**config.mk**
```make
export PLATFORM = sky130hd
export DESIGN_NAME = udc_desc_core
export DESIGN_NICKNAME = d
export VERILOG_FILES = /design/src/hdl/udc_pkg.sv /design/src/hdl/udc_desc_core.sv
export SDC_FILE = /design/constraint.sdc
export NUM_CORES = 1
export LEC_CHECK = 0
export BUFFER_PORTS_ARGS = -buffer_cell sky130_fd_sc_hd__buf_2
export CORE_MARGIN = 2
export CORE_UTILIZATION = 44
export CTS_CLUSTER_DIAMETER = 40
export DETAILED_ROUTE_END_ITERATION = 8
export HOLD_SLACK_MARGIN = 0.12
export PLACE_DENSITY = 0.67
export SYNTH_ARGS = -nofsm -noshare
export SYNTH_HDL_FRONTEND = slang
export SYNTH_SLANG_ARGS = --single-unit
```
**constraint.sdc**
```tcl
create_clock -name clk -period 1.75 [get_ports clk]
set_input_delay 0.525 -clock clk [delete_from_list [all_inputs] [get_ports clk]]
set_output_delay 0.525 -clock clk [all_outputs]
set_load 0.01 [all_outputs]
```
**src/hdl/udc_pkg.sv**
```systemverilog
// constants for the usb descriptor configuration block
package udc_pkg;
    // ****************************************************
    // register port widths
    // ****************************************************
    localparam int AW = 12;
    localparam int DW = 24;
    // ****************************************************
    // register offsets
    // ****************************************************
    localparam logic [AW-1:0] OFF_SPEC = 12'h2bc;
    localparam logic [AW-1:0] OFF_VID = 12'h2be;
    localparam logic [AW-1:0] OFF_PID = 12'h2bf;
    localparam logic [AW-1:0] OFF_S_MAKER = 12'h2c0;
    localparam logic [AW-1:0] OFF_S_PROD = 12'h2c2;
    localparam logic [AW-1:0] OFF_S_SERIAL = 12'h2c3;
    localparam logic [AW-1:0] OFF_S_CFG = 12'h2c4;
    localparam logic [AW-1:0] OFF_ATTR = 12'h2c5;
    localparam logic [AW-1:0] OFF_IF0 = 12'h2c7;
    localparam logic [AW-1:0] OFF_LANG = 12'h2c9;
    localparam logic [AW-1:0] OFF_IF1 = 12'h2d4;
    localparam logic [AW-1:0] OFF_EP0 = 12'h2d8;
    localparam logic [AW-1:0] OFF_PWR = 12'h3f2;
    localparam logic [AW-1:0] OFF_WAKE = 12'h3f3;
    localparam logic [AW-1:0] OFF_CTRL = 12'h400;
    localparam logic [AW-1:0] OFF_STAT = 12'h401;
    // ****************************************************
    // reset values
    // ****************************************************
    localparam logic [15:0] RST_SPEC = 16'h0110;
    localparam logic [15:0] RST_VID = 16'hf0e1; // arbitrary value
    localparam logic [15:0] RST_PID = 16'h5a3c; // arbitrary value
    localparam logic [15:0] RST_STR = 16'h0000; // index zero: absent
    localparam logic [15:0] RST_ATTR = 16'h00c0;
    localparam logic [23:0] RST_IFC = 24'he00101;
    localparam logic [15:0] RST_LANG = 16'h0409;
    localparam logic [15:0] RST_EP0 = 16'h0040;
    // ****************************************************
    // attribute field layout
    // ****************************************************
    localparam int ATTR_RSVD1 = 7;
    localparam int ATTR_SELF = 6;
    localparam int ATTR_WAKE = 5;
    // ****************************************************
    // endpoints, transfer types, requests
    // ****************************************************
    localparam logic [3:0] EP_CTRL = 4'h0;
    localparam logic [3:0] EP_EVT = 4'h1;
    localparam logic [3:0] EP_ACL = 4'h2;
    localparam logic [3:0] EP_SCO = 4'h3;
    localparam logic [1:0] XT_CTRL = 2'h0;
    localparam logic [1:0] XT_ISO = 2'h1;
    localparam logic [1:0] XT_BULK = 2'h2;
    localparam logic [1:0] XT_INTR = 2'h3;
    localparam logic [7:0] RQ_SET_ADDR = 8'h05;
    localparam logic [7:0] RQ_SET_CFG = 8'h09;
    // device states, gray along detach-attach-default-address-configure
    typedef enum logic [2:0] {
        ST_DETACHED = 3'h0,
        ST_ATTACHED = 3'h1,
        ST_DEFAULT = 3'h3,
        ST_ADDRESSED = 3'h2,
        ST_CONFIGURED = 3'h6
    } udc_dev_e;
endpackage

```
**src/hdl/udc_desc_core.sv**
```systemverilog
// usb attach, addressing, endpoint map and descriptor key store
//
// The implementer's own choice: strobed register access.
`timescale 1ns/1ps
`default_nettype none

module udc_desc_core
    import udc_pkg::*;
(
    // clock and reset
    input wire logic clk,
    input wire logic resetn,
    // register port
    input wire logic [AW-1:0] reg_addr,
    input wire logic [DW-1:0] reg_wdata,
    input wire logic reg_wr,
    input wire logic reg_rd,
    output logic [DW-1:0] reg_rdata,
    // usb line and bus reset
    input wire logic line_dp,
    input wire logic line_dm,
    input wire logic usb_bus_reset,
    output logic dp_pullup_en,
    // setup requests from the serial engine
    input wire logic req_valid,
    input wire logic [7:0] req_type,
    input wire logic [7:0] req_code,
    input wire logic [15:0] req_value,
    input wire logic [15:0] req_index,
    input wire logic req_status_done,
    output logic req_std,
    output logic req_hci_cmd,
    output logic req_stall,
    // token routing
    input wire logic tok_valid,
    input wire logic [6:0] tok_addr,
    input wire logic [3:0] tok_ep,
    output logic tok_hit,
    output logic [1:0] tok_xfer,
    output logic tok_iface,
    output logic tok_retry_ok,
    // device state
    output logic [6:0] dev_addr,
    output logic [2:0] dev_state,
    // descriptor fields
    output logic [15:0] desc_bcd_usb,
    output logic [15:0] desc_vendor,
    output logic [15:0] desc_product,
    output logic [7:0] desc_i_maker,
    output logic [7:0] desc_i_product,
    output logic [7:0] desc_i_serial,
    output logic [7:0] desc_i_config,
    output logic [7:0] desc_attributes,
    output logic [23:0] desc_if0_class,
    output logic [23:0] desc_if1_class,
    output logic [15:0] desc_lang_id,
    output logic [7:0] desc_ep0_size
);

    // ****************************************************
    // state
    // ****************************************************
    typedef struct packed {
        logic [15:0] spec;
        logic [15:0] vid;
        logic [15:0] pid;
        logic [15:0] s_maker;
        logic [15:0] s_prod;
        logic [15:0] s_serial;
        logic [15:0] s_cfg;
        logic [7:0] attr;
        logic [23:0] if0;
        logic [23:0] if1;
        logic [15:0] lang;
        logic [15:0] ep0;
        logic [7:0] ep0_eff;
        logic connect;
        udc_dev_e st;
        logic [6:0] addr;
        logic [6:0] pend_addr;
        logic pend;
        logic [7:0] cfg;
        logic [DW-1:0] rdata;
        logic req_std;
        logic req_cmd;
        logic req_stall;
        logic tok_hit;
        logic [1:0] tok_xfer;
        logic tok_iface;
        logic tok_retry;
    } udc_state_s;

    udc_state_s q_r;
    udc_state_s q_nxt;

    // ****************************************************
    // helpers
    // ****************************************************

    // clean attributes: reserved bit7 one, bits 4..0 zero
    function automatic logic [7:0] attr_clean(input logic [7:0] a);
        attr_clean = {1'b1, a[ATTR_SELF], a[ATTR_WAKE], 5'h00};
    endfunction

    // packet size check with fallback to 64
    function automatic logic [7:0] ep0_check(input logic [15:0] v);
        case (v)
            16'h0008, 16'h0010, 16'h0020, 16'h0040: begin
                ep0_check = v[7:0];
            end
            default: begin
                ep0_check = RST_EP0[7:0];
            end
        endcase
    endfunction

    // register read mux
    function automatic logic [DW-1:0] rd_mux(input udc_state_s s,
                                             input logic [AW-1:0] a,
                                             input logic dp,
                                             input logic dm);
        rd_mux = '0;
        case (a)
            OFF_SPEC: rd_mux = {8'h00, s.spec};
            OFF_VID: rd_mux = {8'h00, s.vid};
            OFF_PID: rd_mux = {8'h00, s.pid};
            OFF_S_MAKER: rd_mux = {8'h00, s.s_maker};
            OFF_S_PROD: rd_mux = {8'h00, s.s_prod};
            OFF_S_SERIAL: rd_mux = {8'h00, s.s_serial};
            OFF_S_CFG: rd_mux = {8'h00, s.s_cfg};
            OFF_ATTR: rd_mux = {16'h0000, s.attr};
            OFF_IF0: rd_mux = s.if0;
            OFF_LANG: rd_mux = {8'h00, s.lang};
            OFF_IF1: rd_mux = s.if1;
            OFF_EP0: rd_mux = {8'h00, s.ep0};
            OFF_PWR: rd_mux = {23'h000000, s.attr[ATTR_SELF]};
            OFF_WAKE: rd_mux = {23'h000000, s.attr[ATTR_WAKE]};
            OFF_CTRL: rd_mux = {23'h000000, s.connect};
            OFF_STAT: rd_mux = {11'h000, s.cfg[0], dm, dp, s.addr, s.st};
            default: rd_mux = '0;
        endcase
    endfunction

    // ****************************************************
    // next state
    // ****************************************************
    always_comb begin
        logic ep_ok;
        logic cfg_ok;
        ep_ok = 1'b0;
        cfg_ok = 1'b0;
        q_nxt = q_r;
        q_nxt.req_std = 1'b0;
        q_nxt.req_cmd = 1'b0;
        q_nxt.req_stall = 1'b0;
        q_nxt.tok_hit = 1'b0;
        q_nxt.rdata = '0;

        // register reads: data in the next cycle only
        if (reg_rd) begin
            q_nxt.rdata = rd_mux(q_r, reg_addr, line_dp, line_dm);
        end

        // register writes
        if (reg_wr) begin
            case (reg_addr)
                OFF_SPEC: q_nxt.spec = reg_wdata[15:0];
                OFF_VID: q_nxt.vid = reg_wdata[15:0];
                OFF_PID: q_nxt.pid = reg_wdata[15:0];
                OFF_S_MAKER: q_nxt.s_maker = reg_wdata[15:0];
                OFF_S_PROD: q_nxt.s_prod = reg_wdata[15:0];
                OFF_S_SERIAL: q_nxt.s_serial = reg_wdata[15:0];
                OFF_S_CFG: q_nxt.s_cfg = reg_wdata[15:0];
                OFF_ATTR: q_nxt.attr = attr_clean(reg_wdata[7:0]);
                OFF_IF0: q_nxt.if0 = reg_wdata;
                OFF_LANG: q_nxt.lang = reg_wdata[15:0];
                OFF_IF1: q_nxt.if1 = reg_wdata;
                OFF_EP0: begin
                    q_nxt.ep0 = reg_wdata[15:0];
                    q_nxt.ep0_eff = ep0_check(reg_wdata[15:0]);
                end
                OFF_PWR: q_nxt.attr[ATTR_SELF] = reg_wdata[0];
                OFF_WAKE: q_nxt.attr[ATTR_WAKE] = reg_wdata[0];
                OFF_CTRL: q_nxt.connect = reg_wdata[0];
                default: begin
                end
            endcase
        end

        // new address takes effect after the status stage; a request below wins
        if (req_status_done && q_r.pend) begin
            q_nxt.pend = 1'b0;
            q_nxt.addr = q_r.pend_addr;
            if (q_r.st == ST_DEFAULT && q_r.pend_addr != 7'h00) begin
                q_nxt.st = ST_ADDRESSED;
            end else if (q_r.st == ST_ADDRESSED && q_r.pend_addr == 7'h00) begin
                q_nxt.st = ST_DEFAULT;
            end
        end

        // setup request classification, one shared control pipe
        if (req_valid && q_r.st != ST_DETACHED && q_r.st != ST_ATTACHED) begin
            if (req_type[6:5] == 2'h0) begin
                q_nxt.req_std = 1'b1;
                if (req_code == RQ_SET_ADDR && req_type[4:0] == 5'h00) begin
                    q_nxt.pend_addr = req_value[6:0];
                    q_nxt.pend = 1'b1;
                end
                cfg_ok = q_r.st == ST_ADDRESSED || q_r.st == ST_CONFIGURED;
                if (req_code == RQ_SET_CFG && cfg_ok) begin
                    q_nxt.cfg = req_value[7:0];
                    q_nxt.st = (req_value[7:0] == 8'h00) ? ST_ADDRESSED
                                                          : ST_CONFIGURED;
                end
            end else if (req_type[6:5] == 2'h1 && req_index[7:0] == 8'h00) begin
                q_nxt.req_cmd = 1'b1;
            end else begin
                q_nxt.req_stall = 1'b1;
            end
        end

        // token routing by endpoint
        case (tok_ep)
            EP_CTRL: begin
                q_nxt.tok_xfer = XT_CTRL;
                q_nxt.tok_iface = 1'b0;
                ep_ok = 1'b1;
            end
            EP_EVT: begin
                q_nxt.tok_xfer = XT_INTR;
                q_nxt.tok_iface = 1'b0;
                ep_ok = q_r.st == ST_CONFIGURED;
            end
            EP_ACL: begin
                q_nxt.tok_xfer = XT_BULK;
                q_nxt.tok_iface = 1'b0;
                ep_ok = q_r.st == ST_CONFIGURED;
            end
            EP_SCO: begin
                q_nxt.tok_xfer = XT_ISO;
                q_nxt.tok_iface = 1'b1;
                ep_ok = q_r.st == ST_CONFIGURED;
            end
            default: begin
                ep_ok = 1'b0;
            end
        endcase
        q_nxt.tok_retry = q_nxt.tok_xfer != XT_ISO;
        if (tok_valid && ep_ok && tok_addr == q_r.addr) begin
            if (q_r.st != ST_DETACHED && q_r.st != ST_ATTACHED) begin
                q_nxt.tok_hit = 1'b1;
            end
        end

        // attach and bus reset
        if (q_r.st == ST_DETACHED && q_nxt.connect) begin
            q_nxt.st = ST_ATTACHED;
        end
        if (usb_bus_reset && q_r.st != ST_DETACHED) begin
            q_nxt.st = ST_DEFAULT;
            q_nxt.addr = 7'h00;
            q_nxt.pend = 1'b0;
            q_nxt.cfg = 8'h00;
        end
        if (!q_nxt.connect) begin
            q_nxt.st = ST_DETACHED;
            q_nxt.addr = 7'h00;
            q_nxt.pend = 1'b0;
            q_nxt.cfg = 8'h00;
            q_nxt.tok_hit = 1'b0;
            q_nxt.req_std = 1'b0;
            q_nxt.req_cmd = 1'b0;
            q_nxt.req_stall = 1'b0;
        end
    end

    // ****************************************************
    // state register
    // ****************************************************
    always_ff @(posedge clk or negedge resetn) begin
        if (!resetn) begin
            q_r <= '0;
            q_r.spec <= RST_SPEC;
            q_r.vid <= RST_VID;
            q_r.pid <= RST_PID;
            q_r.s_maker <= RST_STR;
            q_r.s_prod <= RST_STR;
            q_r.s_serial <= RST_STR;
            q_r.s_cfg <= RST_STR;
            q_r.attr <= RST_ATTR[7:0];
            q_r.if0 <= RST_IFC;
            q_r.if1 <= RST_IFC;
            q_r.lang <= RST_LANG;
            q_r.ep0 <= RST_EP0;
            q_r.ep0_eff <= RST_EP0[7:0];
            q_r.st <= ST_DETACHED;
            q_r.tok_retry <= 1'b1;
        end else begin
            q_r <= q_nxt;
        end
    end

    // ****************************************************
    // outputs
    // ****************************************************

    // pull-up gives idle J while not detached
    assign dp_pullup_en = q_r.st != ST_DETACHED;

    // register and request answers
    assign reg_rdata = q_r.rdata;
    assign req_std = q_r.req_std;
    assign req_hci_cmd = q_r.req_cmd;
    assign req_stall = q_r.req_stall;

    // token answers
    assign tok_hit = q_r.tok_hit;
    assign tok_xfer = q_r.tok_xfer;
    assign tok_iface = q_r.tok_iface;
    assign tok_retry_ok = q_r.tok_retry;

    // device state
    assign dev_addr = q_r.addr;
    assign dev_state = q_r.st;

    // descriptor fields straight from the key store
    assign desc_bcd_usb = q_r.spec;
    assign desc_vendor = q_r.vid;
    assign desc_product = q_r.pid;
    assign desc_i_maker = q_r.s_maker[7:0];
    assign desc_i_product = q_r.s_prod[7:0];
    assign desc_i_serial = q_r.s_serial[7:0];
    assign desc_i_config = q_r.s_cfg[7:0];
    assign desc_attributes = q_r.attr;
    assign desc_if0_class = q_r.if0;
    assign desc_if1_class = q_r.if1;
    assign desc_lang_id = q_r.lang;
    assign desc_ep0_size = q_r.ep0_eff;

endmodule

`default_nettype wire

```
==> metrics <==
CTS H-Tree Depth=2; Seq. cell area=6410 um2; crit path capture type=output port; Startpoint Class=register; Die Y=180 um; slowest CP cell=dfrtp_1; VDD IR max=0.525 mV; CTS Buffer Depth=3; worst r2r src=dev_state[1]; area of the multi-input gates=6460 um2; Final setup viols=197; io pins=308; port bufs=284; Yosys top cell area share=40.4%; worst hold stages=2; worst hold path class=primary input to register; CTS Buf Count=38; Hold Path Sink=q_r[46]; largest net degree at the start of global routing=60; max-cap violations=0; Clock Skews=0.0188 ns; final cycle utilization of the critical path=114%; gpl congestion=0.954; RSZ-0062 raised after global routing=true; Starting Density=44.5%; total number of vias=11.0k; drt pass-1 iters=5; post-synthesis register bit count=254; Total GRT Usage=30.2%; Final Hold Viols=0; Seq/Total Area, Yosys=47.2%; clk slew on worst S/H paths=0.06 ns; FMAX=0.501 GHz; static leakage=9.47 nW; Tot Pwr=15.1 mW; Routed WL=50.6 mm; number of synthesized flops with an enable pin=0; Worst-Margin Slew=0.526 ns; dpl hpwl=35.6 mm; dominant synthesized flop cell=dfrtp_1; num rows=64; post-synth top area cell=dfrtp_1; CP Max Fanout=2; Post-DRT Antenna Nets=0; status=finished, violations left; CTS sink count=254; Syn-to-layout area delta=42.0%; Synth cell types=71; fin. max-slew vios=0; nets@finish=1602; Worst R2R Path Depth=8; Pwr per Cell Area=783 nW/um2; initial antenna violation count=2; Critical Path AT=1.47 ns; YS warnings=0; initial drt markers=840; Fill cells=2313; Synth Cell Area=13600 um2; most numerous cell in the Yosys netlist=dfrtp_1; slack of the critical path=-0.247 ns; HP Start=req_value[5]; vias in the first global route=11.1k; Core Region=30400 um2; Tmin final=2.00 ns; DRC viols=0; first-pass GRT wire length=74.0 mm; detailed-route wire length per cell=26.3 um; Cell Chain, Critical Path=or2_4 -> nor2_4 -> inv_2 -> buf_6; die area=32200 um2; worst-skew pair later-pin latency=0.52 ns; die width=180 um; Slew headroom=64.8%; synth cell count leaders=219 x dfrtp_1, 202 x buf_4, 181 x mux2_2; clock root cell=clkbuf_16; top area cells in the synthesized netlist=dfrtp_1 40%, mux2_2 15%, buf_4 11%, dfstp_2 6.8%, mux2_4 2.9%; share of layout cells above drive strength 1=66.9%; WP data required=1.22 ns; Post-synth ARST share=100%; Crit Path Category=register to output port; R2R Setup Slk=0.08 ns; failing checks=setup timing; Synth Instances=1152; Util after Layout=63.2%; Reg2Reg Capture Point=q_r[32]; vias per cell=5.71; Synth Area per Inst=11.8 um2; CTS tree=yes; grt ovf=0; crit-path max cell delay=0.40 ns
## registers in the layout (all words and copies together) (netlist names), 2 cells and up
| register | count |
|---|---|
| desc_attributes | 2 |
| tok_xfer | 2 |
| desc_i_product | 8 |
| desc_ep0_size | 8 |
| desc_i_maker | 8 |
| dev_state | 3 |
| desc_product | 16 |
| desc_vendor | 16 |
| desc_i_config | 8 |
| dev_addr | 7 |
| desc_bcd_usb | 16 |
| q_r | 58 |
| desc_lang_id | 16 |
| desc_i_serial | 8 |
| desc_if0_class | 24 |
| reg_rdata | 24 |
| desc_if1_class | 24 |
## cell usage in the layout (no fill, tap or decap), types with 8 or more instances in the layout
cell / count
a211oi_2: 11
a21oi_1: 17
a21oi_2: 9
a22o_1: 12
a22oi_1: 31
buf_12: 34
buf_2: 258
buf_4: 188
buf_6: 69
buf_8: 11
clkbuf_16: 42
dfrtp_1: 212
dfstp_2: 35
inv_1: 8
inv_6: 10
mux2_2: 100
mux2_4: 107
mux2i_1: 16
nand2_1: 34
nand3_1: 24
nand4_1: 11
nor2_1: 10
nor3_4: 12
nor4_1: 8
o21ai_0: 12
o21ai_1: 8
o22ai_1: 8
## how the worst max path moves through the flow
stage	slack, ns	depth (start not counted)	from	end
2_1_floorplan	-0.53	6	reg_addr[8]	q_r[179]
3_3_place_gp	-0.92	8	reg_addr[10]	reg_rdata[2]
3_5_place_dp	-0.93	8	reg_addr[10]	reg_rdata[2]
4_1_cts	-0.22	4	dev_state[1]	dp_pullup_en
5_1_grt	-0.28	4	dev_state[1]	dp_pullup_en
6_report	-0.25	4	dev_state[1]	dp_pullup_en
## metrics by stage
step           cells  instance area, um2  hold slack, ns  worst slack [ns]  TNS, ns
2_1_floorplan   1156               14300           0.229            -0.534   -77.68
3_3_place_gp    1785               16200           0.420            -0.922  -147.46
3_5_place_dp    1785               16200           0.423            -0.933  -150.37
4_1_cts         1907               18600           0.232            -0.215   -15.59
5_1_grt         1923               19200           0.249            -0.275   -17.95
6_report        1923               19200           0.247            -0.247   -13.81
## kinds of logic after synthesis
group | Yosys count | share of synthesized area, %
DFF | 254 | 47.2
and+or+nand+nor | 204 | 9.54
xor gates and xnor gates | 9 | 0.582
buffers and inverters | 279 | 13.9
muxes | 224 | 19.2
other | 2 | 0.0554
AOI/OAI and AO/OA | 180 | 9.50
## layer usage
layer  track usage [%]  vias up  routed length, um
met4              10.3        0               1800
met1              42.2     5614              21900
met5                 0        -                  0
li1                  -     4707                  -
met2              47.0      533              23300
met3              5.96      119               3640
## critical path, delay by kind of cell (launching register included)
family	cells	cell delay, ns
buf+inv	2	0.18
flops	1	0.40
simple gates	2	0.36
## timing repair
action                                  in CTS  in global routing
hold buffers                                 1                  0
pin swaps                                   51                 52
setup buffers                               47                 25
endpoints found under the setup margin     225                255
gates cloned                                 9                  3
resized for setup                          125                125
endpoints found under the hold margin       21                  0
## area by class of cell
cell class / instances / share of cell area [%]
Multi-Input combinational cell: 626 / 33.6
Sequential cell: 254 / 33.3
Timing Repair Buffer: 568 / 23.5
Clock buffer: 48 / 5.40
Tap cell: 396 / 2.57
Clock inverter: 21 / 1.49
Inverter: 9 / 0.176
Antenna cell: 1 / 0.0130
## power by group
| group | switching [mW] | internal (mW) |
|---|---|---|
| Clock | 2.93 | 5.01 |
| Combinational | 0.683 | 0.490 |
| Sequential | 0.0251 | 5.92 |
No activity file was read; power rests on OpenSTA's default activity.
